File: src/rtl/drs_pkg.sv
// What this block does
// - Without double-rate mode the pass-through path from receiver to transmitter delays audio by three sample periods.
// - With double_rate_mode set the pass-through delay is six high-rate sample periods, on the path from receiver to transmitter only.
// - double_rate_mode doubles the internal sample tick, 44.1 kHz to 88.2 kHz and 48 kHz to 96 kHz.
// - Samples stay 24 bits wide in both single-rate and double-rate operation.
// - In double_rate_mode each high-rate channel rides on two link channels, so one eight-channel link carries four.
// - For high-rate channel k the earlier sample goes on link channel 2k-1 and the later one on link channel 2k.
// - While multiplexing, the link frame rate stays at the single-speed rate of 44.1 kHz or 48 kHz.
// - Bit 0 of channel-status byte 0 selects professional or consumer reading of the rest of that byte.
package drs_pkg;

    // ************************************************************
    // Widths and link layout
    // ************************************************************
    localparam int SAMPLE_W = 24;
    localparam int LINK_CH = 8;
    localparam int HR_CH = 4;
    localparam int FRAME_W = SAMPLE_W * LINK_CH;
    localparam int FIFO_DEPTH = 32;
    localparam int LEVEL_W = 6;

    // ************************************************************
    // Timing
    // ************************************************************
    localparam int CLK_HZ = 10_000_000;
    localparam int RATE_441_HZ = 44_100;
    localparam int RATE_48_HZ = 48_000;
    localparam int DIV_W = 8;
    // Internal sample periods in core clock cycles, rounded down
    localparam logic [DIV_W-1:0] PER_441_SS = DIV_W'(CLK_HZ / RATE_441_HZ);
    localparam logic [DIV_W-1:0] PER_48_SS = DIV_W'(CLK_HZ / RATE_48_HZ);
    localparam logic [DIV_W-1:0] PER_441_DS =
        DIV_W'(CLK_HZ / (2 * RATE_441_HZ));
    localparam logic [DIV_W-1:0] PER_48_DS =
        DIV_W'(CLK_HZ / (2 * RATE_48_HZ));

    // ************************************************************
    // Pass-through delay
    // ************************************************************
    localparam int DELAY_SAMPLES_SS = 3;
    localparam int DELAY_SAMPLES_DS = 6;
    // Fifo fill, in words, that holds the delay in link frames
    localparam logic [LEVEL_W-1:0] FILL_SS =
        LEVEL_W'(DELAY_SAMPLES_SS * LINK_CH);
    localparam logic [LEVEL_W-1:0] FILL_DS =
        LEVEL_W'((DELAY_SAMPLES_DS / 2) * LINK_CH);

    // ************************************************************
    // Channel status byte 0 fields
    // ************************************************************
    localparam int CS_PRO_BIT = 0;
    localparam int CS_NONAUDIO_BIT = 1;
    localparam int CS_CON_COPY_BIT = 2;
    localparam int CS_PRO_EMPH_LSB = 2;
    localparam int CS_CON_EMPH_LSB = 3;
    localparam int CS_PRO_LOCK_BIT = 5;
    localparam int CS_HI_LSB = 6;

endpackage

File: src/rtl/drs_sample_mux_top.sv
`timescale 1ns/100ps
`default_nettype none
// ************************************************************
// Double-rate sample pair multiplexing and pass-through
// ************************************************************
module drs_sample_mux_top (
    input wire logic i_core_clk,
    input wire logic i_rst_b,
    input wire logic i_double_rate_mode,
    input wire logic i_base_48k,
    input wire logic i_use_recovered,
    input wire logic i_rx_frame_valid,
    input wire logic [drs_pkg::FRAME_W-1:0] i_rx_frame,
    input wire logic i_cs_valid,
    input wire logic [7:0] i_cs_byte0,
    input wire logic i_tx_pro,
    input wire logic i_tx_nonaudio,
    input wire logic [2:0] i_tx_emph,
    input wire logic i_tx_copy,
    input wire logic [1:0] i_tx_hi,
    output logic o_sample_tick,
    output logic o_frame_tick,
    output logic o_rec_valid,
    output logic [drs_pkg::FRAME_W-1:0] o_rec_data,
    output logic o_tx_frame_valid,
    output logic [drs_pkg::FRAME_W-1:0] o_tx_frame,
    output logic o_overrun,
    output logic o_cs_pro,
    output logic o_cs_nonaudio,
    output logic [2:0] o_cs_emph,
    output logic o_cs_copy,
    output logic o_cs_locked,
    output logic [1:0] o_cs_hi,
    output logic [7:0] o_tx_cs_byte0
);
    localparam int W = drs_pkg::SAMPLE_W;
    localparam int N = drs_pkg::LINK_CH;

    logic [drs_pkg::DIV_W-1:0] div_q;
    logic phase_q;
    logic [W-1:0] stage_q [N];
    logic [W-1:0] wr_buf_q [N];
    logic [2:0] wr_cnt_q;
    logic wr_busy_q;
    logic [W-1:0] rd_acc_q [N];
    logic [2:0] rd_cnt_q;
    logic rd_busy_q;
    logic [W-1:0] rx_cur [N];
    logic [W-1:0] rec_next [N];
    logic [W-1:0] stage_next [N];
    logic [drs_pkg::FRAME_W-1:0] rec_flat;
    logic [drs_pkg::FRAME_W-1:0] tx_flat;
    logic fifo_ready;
    logic fifo_valid;
    logic [W-1:0] fifo_rdata;
    logic [drs_pkg::LEVEL_W-1:0] fifo_level;
    logic [drs_pkg::LEVEL_W-1:0] fill_thr;
    logic [drs_pkg::DIV_W-1:0] period;
    logic [drs_pkg::FRAME_W-1:0] rx_frame_q;

    // Sample period and tick selection
    wire ds = i_double_rate_mode;
    wire resync = i_use_recovered && i_rx_frame_valid;
    assign period = ds ? (i_base_48k ? drs_pkg::PER_48_DS
                                     : drs_pkg::PER_441_DS)
                       : (i_base_48k ? drs_pkg::PER_48_SS
                                     : drs_pkg::PER_441_SS);
    wire tick = resync || (div_q == '0);
    // A resync tick always starts a new pair, whatever the old phase was
    wire cur_phase = !resync && phase_q;
    wire frame_tick = tick && (!ds || cur_phase);
    wire mux_done = frame_tick;
    wire fifo_push = wr_busy_q && fifo_ready;
    wire fifo_pop = rd_busy_q && fifo_valid;
    assign fill_thr = ds ? drs_pkg::FILL_DS : drs_pkg::FILL_SS;
    wire rd_go = frame_tick && !rd_busy_q && (fifo_level >= fill_thr);
    wire rd_last = fifo_pop && (rd_cnt_q == 3'(N - 1));
    wire wr_last = fifo_push && (wr_cnt_q == 3'(N - 1));

    // Demux, remux and frame assembly
    always_comb begin
        for (int c = 0; c < N; c++) begin
            rx_cur[c] = i_rx_frame_valid ? i_rx_frame[c*W +: W]
                                         : rx_frame_q[c*W +: W];
            rec_next[c] = '0;
            stage_next[c] = stage_q[c];
            tx_flat[c*W +: W] = rd_acc_q[c];
        end
        tx_flat[(N-1)*W +: W] = fifo_rdata;
        for (int k = 0; k < N; k++) begin
            if (!ds) begin
                rec_next[k] = rx_cur[k];
                stage_next[k] = rx_cur[k];
            end else if (k < drs_pkg::HR_CH) begin
                // Earlier sample on even slot, later on odd slot
                rec_next[k] = rx_cur[2*k + int'(cur_phase)];
                stage_next[2*k + int'(cur_phase)] = rec_next[k];
            end
        end
        for (int c = 0; c < N; c++) begin
            rec_flat[c*W +: W] = rec_next[c];
        end
    end

    // Last received link frame
    always_ff @(posedge i_core_clk or negedge i_rst_b) begin
        if (!i_rst_b) begin
            rx_frame_q <= '0;
        end else if (i_rx_frame_valid) begin
            rx_frame_q <= i_rx_frame;
        end
    end

    // Internal sample divider and frame phase
    always_ff @(posedge i_core_clk or negedge i_rst_b) begin
        if (!i_rst_b) begin
            div_q <= '0;
            phase_q <= 1'b0;
        end else begin
            if (tick) div_q <= period - 1'b1;
            else div_q <= div_q - 1'b1;
            if (resync) phase_q <= ds;
            else if (tick) phase_q <= ds && !phase_q;
        end
    end

    // High-rate samples to the mixer side
    always_ff @(posedge i_core_clk or negedge i_rst_b) begin
        if (!i_rst_b) begin
            o_sample_tick <= 1'b0;
            o_frame_tick <= 1'b0;
            o_rec_valid <= 1'b0;
            o_rec_data <= '0;
        end else begin
            o_sample_tick <= tick;
            o_frame_tick <= frame_tick;
            o_rec_valid <= tick;
            if (tick) o_rec_data <= rec_flat;
        end
    end

    // Pair gathering and fifo write sequencing
    always_ff @(posedge i_core_clk or negedge i_rst_b) begin
        if (!i_rst_b) begin
            for (int c = 0; c < N; c++) stage_q[c] <= '0;
            for (int c = 0; c < N; c++) wr_buf_q[c] <= '0;
            wr_cnt_q <= '0;
            wr_busy_q <= 1'b0;
            o_overrun <= 1'b0;
        end else begin
            if (tick) stage_q <= stage_next;
            if (mux_done && !wr_busy_q) begin
                wr_buf_q <= stage_next;
                wr_busy_q <= 1'b1;
                wr_cnt_q <= '0;
            end else if (wr_last) begin
                wr_busy_q <= 1'b0;
            end else if (fifo_push) begin
                wr_cnt_q <= wr_cnt_q + 1'b1;
            end
            // Frame lost while the previous one still drains
            if (mux_done && wr_busy_q) o_overrun <= 1'b1;
        end
    end

    // Delayed frame read and transmit
    always_ff @(posedge i_core_clk or negedge i_rst_b) begin
        if (!i_rst_b) begin
            for (int c = 0; c < N; c++) rd_acc_q[c] <= '0;
            rd_cnt_q <= '0;
            rd_busy_q <= 1'b0;
            o_tx_frame_valid <= 1'b0;
            o_tx_frame <= '0;
        end else begin
            o_tx_frame_valid <= rd_last;
            if (rd_go) begin
                rd_busy_q <= 1'b1;
                rd_cnt_q <= '0;
            end else if (rd_last) begin
                rd_busy_q <= 1'b0;
                o_tx_frame <= tx_flat;
            end else if (fifo_pop) begin
                rd_acc_q[rd_cnt_q] <= fifo_rdata;
                rd_cnt_q <= rd_cnt_q + 1'b1;
            end
        end
    end

    // Channel status byte 0 decode and build
    always_ff @(posedge i_core_clk or negedge i_rst_b) begin
        if (!i_rst_b) begin
            o_cs_pro <= 1'b0;
            o_cs_nonaudio <= 1'b0;
            o_cs_emph <= '0;
            o_cs_copy <= 1'b0;
            o_cs_locked <= 1'b0;
            o_cs_hi <= '0;
            o_tx_cs_byte0 <= '0;
        end else begin
            if (i_cs_valid) begin
                o_cs_pro <= i_cs_byte0[drs_pkg::CS_PRO_BIT];
                o_cs_nonaudio <= i_cs_byte0[drs_pkg::CS_NONAUDIO_BIT];
                o_cs_hi <= i_cs_byte0[drs_pkg::CS_HI_LSB +: 2];
                if (i_cs_byte0[drs_pkg::CS_PRO_BIT]) begin
                    o_cs_emph <= i_cs_byte0[drs_pkg::CS_PRO_EMPH_LSB +: 3];
                    o_cs_copy <= 1'b0;
                    o_cs_locked <= i_cs_byte0[drs_pkg::CS_PRO_LOCK_BIT];
                end else begin
                    o_cs_emph <= i_cs_byte0[drs_pkg::CS_CON_EMPH_LSB +: 3];
                    o_cs_copy <= i_cs_byte0[drs_pkg::CS_CON_COPY_BIT];
                    o_cs_locked <= 1'b0;
                end
            end
            o_tx_cs_byte0 <= i_tx_pro
                ? {i_tx_hi, i_tx_copy, i_tx_emph, i_tx_nonaudio, 1'b1}
                : {i_tx_hi, i_tx_emph, i_tx_copy, i_tx_nonaudio, 1'b0};
        end
    end

    // Delay fifo between remux and transmitter
    drs_sample_fifo #(
        .WIDTH(drs_pkg::SAMPLE_W),
        .DEPTH(drs_pkg::FIFO_DEPTH)
    ) u_fifo (
        .i_core_clk(i_core_clk),
        .i_rst_b(i_rst_b),
        .i_wr_valid(wr_busy_q),
        .o_wr_ready(fifo_ready),
        .i_wr_data(wr_buf_q[wr_cnt_q]),
        .o_rd_valid(fifo_valid),
        .i_rd_ready(rd_busy_q),
        .o_rd_data(fifo_rdata),
        .o_level(fifo_level)
    );
endmodule // drs_sample_mux_top
`default_nettype wire

File: src/rtl/drs_sample_fifo.sv
`timescale 1ns/100ps
`default_nettype none
// ************************************************************
// First-word-fall-through sample fifo
// ************************************************************
module drs_sample_fifo #(
    parameter int WIDTH = 24,
    parameter int DEPTH = 32
) (
    input wire logic i_core_clk,
    input wire logic i_rst_b,
    input wire logic i_wr_valid,
    output logic o_wr_ready,
    input wire logic [WIDTH-1:0] i_wr_data,
    output logic o_rd_valid,
    input wire logic i_rd_ready,
    output logic [WIDTH-1:0] o_rd_data,
    output logic [$clog2(DEPTH):0] o_level
);
    localparam int AW = $clog2(DEPTH);
    localparam logic [AW:0] FULL = (AW+1)'(DEPTH);

    logic [WIDTH-1:0] mem_q [DEPTH];
    logic [AW-1:0] wp_q;
    logic [AW-1:0] rp_q;
    logic [AW:0] cnt_q;
    wire push = i_wr_valid && o_wr_ready;
    wire pop = o_rd_valid && i_rd_ready;

    // Honest full and empty from the word count
    assign o_wr_ready = (cnt_q != FULL);
    assign o_rd_valid = (cnt_q != '0);
    assign o_rd_data = mem_q[rp_q];
    assign o_level = cnt_q;

    // Storage, no reset needed
    always_ff @(posedge i_core_clk) begin
        if (push) begin
            mem_q[wp_q] <= i_wr_data;
        end
    end

    // Pointers and count
    always_ff @(posedge i_core_clk or negedge i_rst_b) begin
        if (!i_rst_b) begin
            wp_q <= '0;
            rp_q <= '0;
            cnt_q <= '0;
        end else begin
            if (push) wp_q <= wp_q + 1'b1;
            if (pop) rp_q <= rp_q + 1'b1;
            if (push && !pop) cnt_q <= cnt_q + 1'b1;
            else if (pop && !push) cnt_q <= cnt_q - 1'b1;
        end
    end
endmodule // drs_sample_fifo
`default_nettype wire

File: config.mk
export PLATFORM = sky130hd
export DESIGN_NAME = drs_sample_mux_top
export DESIGN_NICKNAME = d
export VERILOG_FILES = /design/src/rtl/drs_pkg.sv /design/src/rtl/drs_sample_mux_top.sv /design/src/rtl/drs_sample_fifo.sv
export SDC_FILE = /design/constraint.sdc
export NUM_CORES = 2
export LEC_CHECK = 0
export ABC_AREA = 1
export BUFFER_PORTS_ARGS = -buffer_cell sky130_fd_sc_hd__buf_4
export CORE_MARGIN = 3
export CORE_UTILIZATION = 38
export CTS_CLUSTER_DIAMETER = 30
export DETAILED_ROUTE_END_ITERATION = 10
export HOLD_SLACK_MARGIN = 0.15
export PLACE_DENSITY = 0.55
export RECOVER_POWER = 25
export SYNTH_ARGS = -nofsm -noshare
export SYNTH_HDL_FRONTEND = slang
export SYNTH_HIERARCHICAL = 1
export SYNTH_SLANG_ARGS = --single-unit
File: constraint.sdc
create_clock -name i_core_clk -period 5.8 [get_ports i_core_clk]
set_input_delay 1.16 -clock i_core_clk [delete_from_list [all_inputs] [get_ports i_core_clk]]
set_output_delay 1.16 -clock i_core_clk [all_outputs]
set_load 0.01 [all_outputs]
==> run summary <==
Status: complete, but fails checks
Failing checks: max-capacitance violations, max-slew violations
Initial cell density of the core: 38.2%
GR Util All Layers: 23.3%
Adder-Cell Fraction of Synth Area: 0.333%
Unrepaired setup endpoints after global routing: false
Routability cong.: 0.837
GR Overflow Total: 0
Critical path endpoint category: flop
CP Launch Type: primary input
Crit. Startpoint: i_rx_frame_valid
Worst slew margin: -184%
Post-Route Utilization: 49.0%
Final Hold Slack: 0.352 ns
Boundary Pins: 621
Chip width: 468 µm
TritonCTS buffer count: 450
Vias in the first global route: 60800
Max Fclk: 225 MHz
# setup viols final: 0
Largest family of logic cells by synthesized area: simple AND/OR/NAND/NOR gates
Worst-Skew Late Latency: 0.97 ns
Mux cell area share after synthesis: 0%
Layout area overhead: 28.1%
DR WL/cell: 21.0 µm
Final period utilization: 76.5%
Critical path class: primary input to flop
Max Cap Violations: 2
Rows: 169
Layout filler cell count: 19500
CTS sink count: 1950
Synthesized instance count: 8521
Post-Synth Simple-Gate Area: 19.2%
Worst Tran Pin Value: 4.26 ns
R2R depth: 11
Setup Total Neg Slack: 0 ns
Largest net degree at the start of global routing: 183
Syn avg cell area: 9.53 µm²
Initial antenna violation count: 13
DP HPWL: 165 mm
CTS tree: done
Via-to-Cell Ratio: 5.05
Crit path max fanout: 129
Fin. Hold Viols: 0
Die Ht: 468 µm
Leading cell type in the layout, fill and taps excluded: nand2_1
Worst vdd ir: 0.000458 V
Sequential fraction of the synthesis area: 64.9%
Critical Path AT: 5.31 ns
Hold_sp: i_tx_nonaudio
ANT nets after route: 0
Number of synthesis warnings: 6
Synth Register Bits: 1950
Quantity of hold-fixing buffers added after cts: 0
Htree depth: 5
DRC errors left: 0
WP data required: 6.67 ns
Root cell of the clock tree: clkbuf_16
Layout cells sized above 1: 17.2%
Crit Reg-Reg Startpoint: u_fifo/rp_q[0]
Leakage: 0.0482 µW
Max Slew Vio Count: 161
DRT Wirelength: 261 mm
IO buf count: 620
Cell variety after synth: 41
Tmin final: 4.44 ns
Post-CTS setup buffer count: 0
Synth Area in Compound Gates: 9.21%
Commonest cells after routing, fill and taps aside: nand2_1, dfrtp_1, o21ai_0, edfxtp_1, buf_4
First-pass GRT wire length: 388 mm
RR Endpoint: rd_acc_q[183]
Hold crit path type: primary input to flop
CP endpoint: o_rec_data[34]
Mapped Area: 81200 µm²
Layout net count: 9467
Pwr per Cell Area: 602 nW/µm²
PostCTS Resize Cnt: 0
Clock slew at reported path FFs: 0.04 ns
CORE AREA: 212000 µm²
Routed via count: 62700
Die area: 219000 µm²
Detailed router's first-iteration violation count: 5737
Synth Net Count: 8757
Post-Synth XOR/XNOR Area: 0.108%
Max Root-Sink Buffers: 4
Reg-to-reg slack, setup: 1.95 ns
Drt first pass iters: 6
Clock Skews: 0.0635 ns
[registers in the layout, summed over array words and instances (netlist names), 2 cells and up]
signal	flops
rx_frame_q	192
rd_cnt_q	3
wr_cnt_q	3
o_cs_hi	2
u_fifo/rp_q	5
u_fifo/wp_q	5
u_fifo/mem_q	768
o_cs_emph	3
stage_q	192
o_tx_frame	192
o_rec_data	192
o_tx_cs_byte0	8
u_fifo/o_level	6
wr_buf_q	192
div_q	8
rd_acc_q	168
[worst max-delay path: stages]
cell and delay (ns):
clkbuf_1 1.28, nand2_2 0.41, o21ai_4 0.15, buf_4 0.58, inv_8 0.37, buf_4 0.46, a21oi_1 0.33, o221ai_1 0.18
nand2_1 0.10
[cell type report]
cell class / count / area (µm²) / area share, %
Clock buffer: 571 / 12400 / 12.0
Sequential cell: 1950 / 52700 / 50.7
Multi-Input combinational cell: 5318 / 23700 / 22.8
Clock inverter: 238 / 2720 / 2.61
Timing Repair Buffer: 772 / 6050 / 5.82
Inverter: 739 / 2810 / 2.71
Antenna cell: 13 / 32.5 / 0.0313
Tap cell: 2821 / 3530 / 3.40
[report_power, final]
part           leakage [µW]  total (µW)  switching, µW  internal, µW
clock network       0.00735       25000           7680         17300
registers            0.0217       21000           1720         19300
logic                0.0192       16600          12100          4550
total                0.0482       62600          21500         41200
[cells in the mapped netlist, drive strengths merged]
cell	n	area share (%)
o221ai	51	0.55
nor3	32	0.20
or2	98	0.76
a21boi	1	0.0093
xnor2	4	0.043
ha	20	0.31
a31oi	26	0.20
nand2	3019	14
edfxtp	768	28
xor2	6	0.065
o31ai	1	0.0093
nand3	508	3.1
fa	1	0.025
dfrtp	1182	36
o21ai	1009	6.3
nor2	214	1.0
buf	265	1.8
a21o	1	0.0093
a21oi	267	1.6
nand4	8	0.062
and2	1	0.0077
nand3b	2	0.018
clkinv	5	0.023
inv	734	3.4
clkbuf	249	1.2
a31o	1	0.011
o211ai	48	0.51
[through the flow]
stage	cell area [µm²]	cells	setup slack [ns]	power, µW
6_report	104000	12400	1.36	62600
5_1_grt	104000	12400	0.904	65800
4_1_cts	104000	12400	1.97	63100
3_5_place_dp	88800	11600	1.78	37900
3_3_place_gp	88800	11600	1.81	37600
2_1_floorplan	81200	8521	2.72	30000
[worst min-delay path by stage]
stage	endpoint	slack, ns	cells after the start
global placement	wr_buf_q[95]	0.45	2
global route	o_tx_cs_byte0[1]	0.29	1
CTS	o_tx_cs_byte0[1]	0.24	1
detailed placement	wr_buf_q[77]	0.45	2
finish	o_tx_cs_byte0[1]	0.35	1
floorplan	wr_buf_q[72]	0.44	2
[metal layers]
| layer | wire, µm | GRT usage (%) | part of all wire [%] | up-vias |
|---|---|---|---|---|
| li1 | - | - | - | 29300 |
| met1 | 117000 | 32.9 | 45 | 30700 |
| met2 | 118000 | 35.7 | 45 | 2287 |
| met3 | 18700 | 4.92 | 7.2 | 392 |
| met4 | 7360 | 7.79 | 2.8 | 0 |
| met5 | 0 | 0 | 0 | - |
[cell families after synthesis]
logic type	Yosys count
flip-flops	1950
adder cells (fa/ha/maj)	21
XOR/XNOR	10
AND/OR/NAND/NOR	3882
buffers and inverters	1253
AO/OA/AOI/OAI	1405
Power figures use the tool's default switching activity.
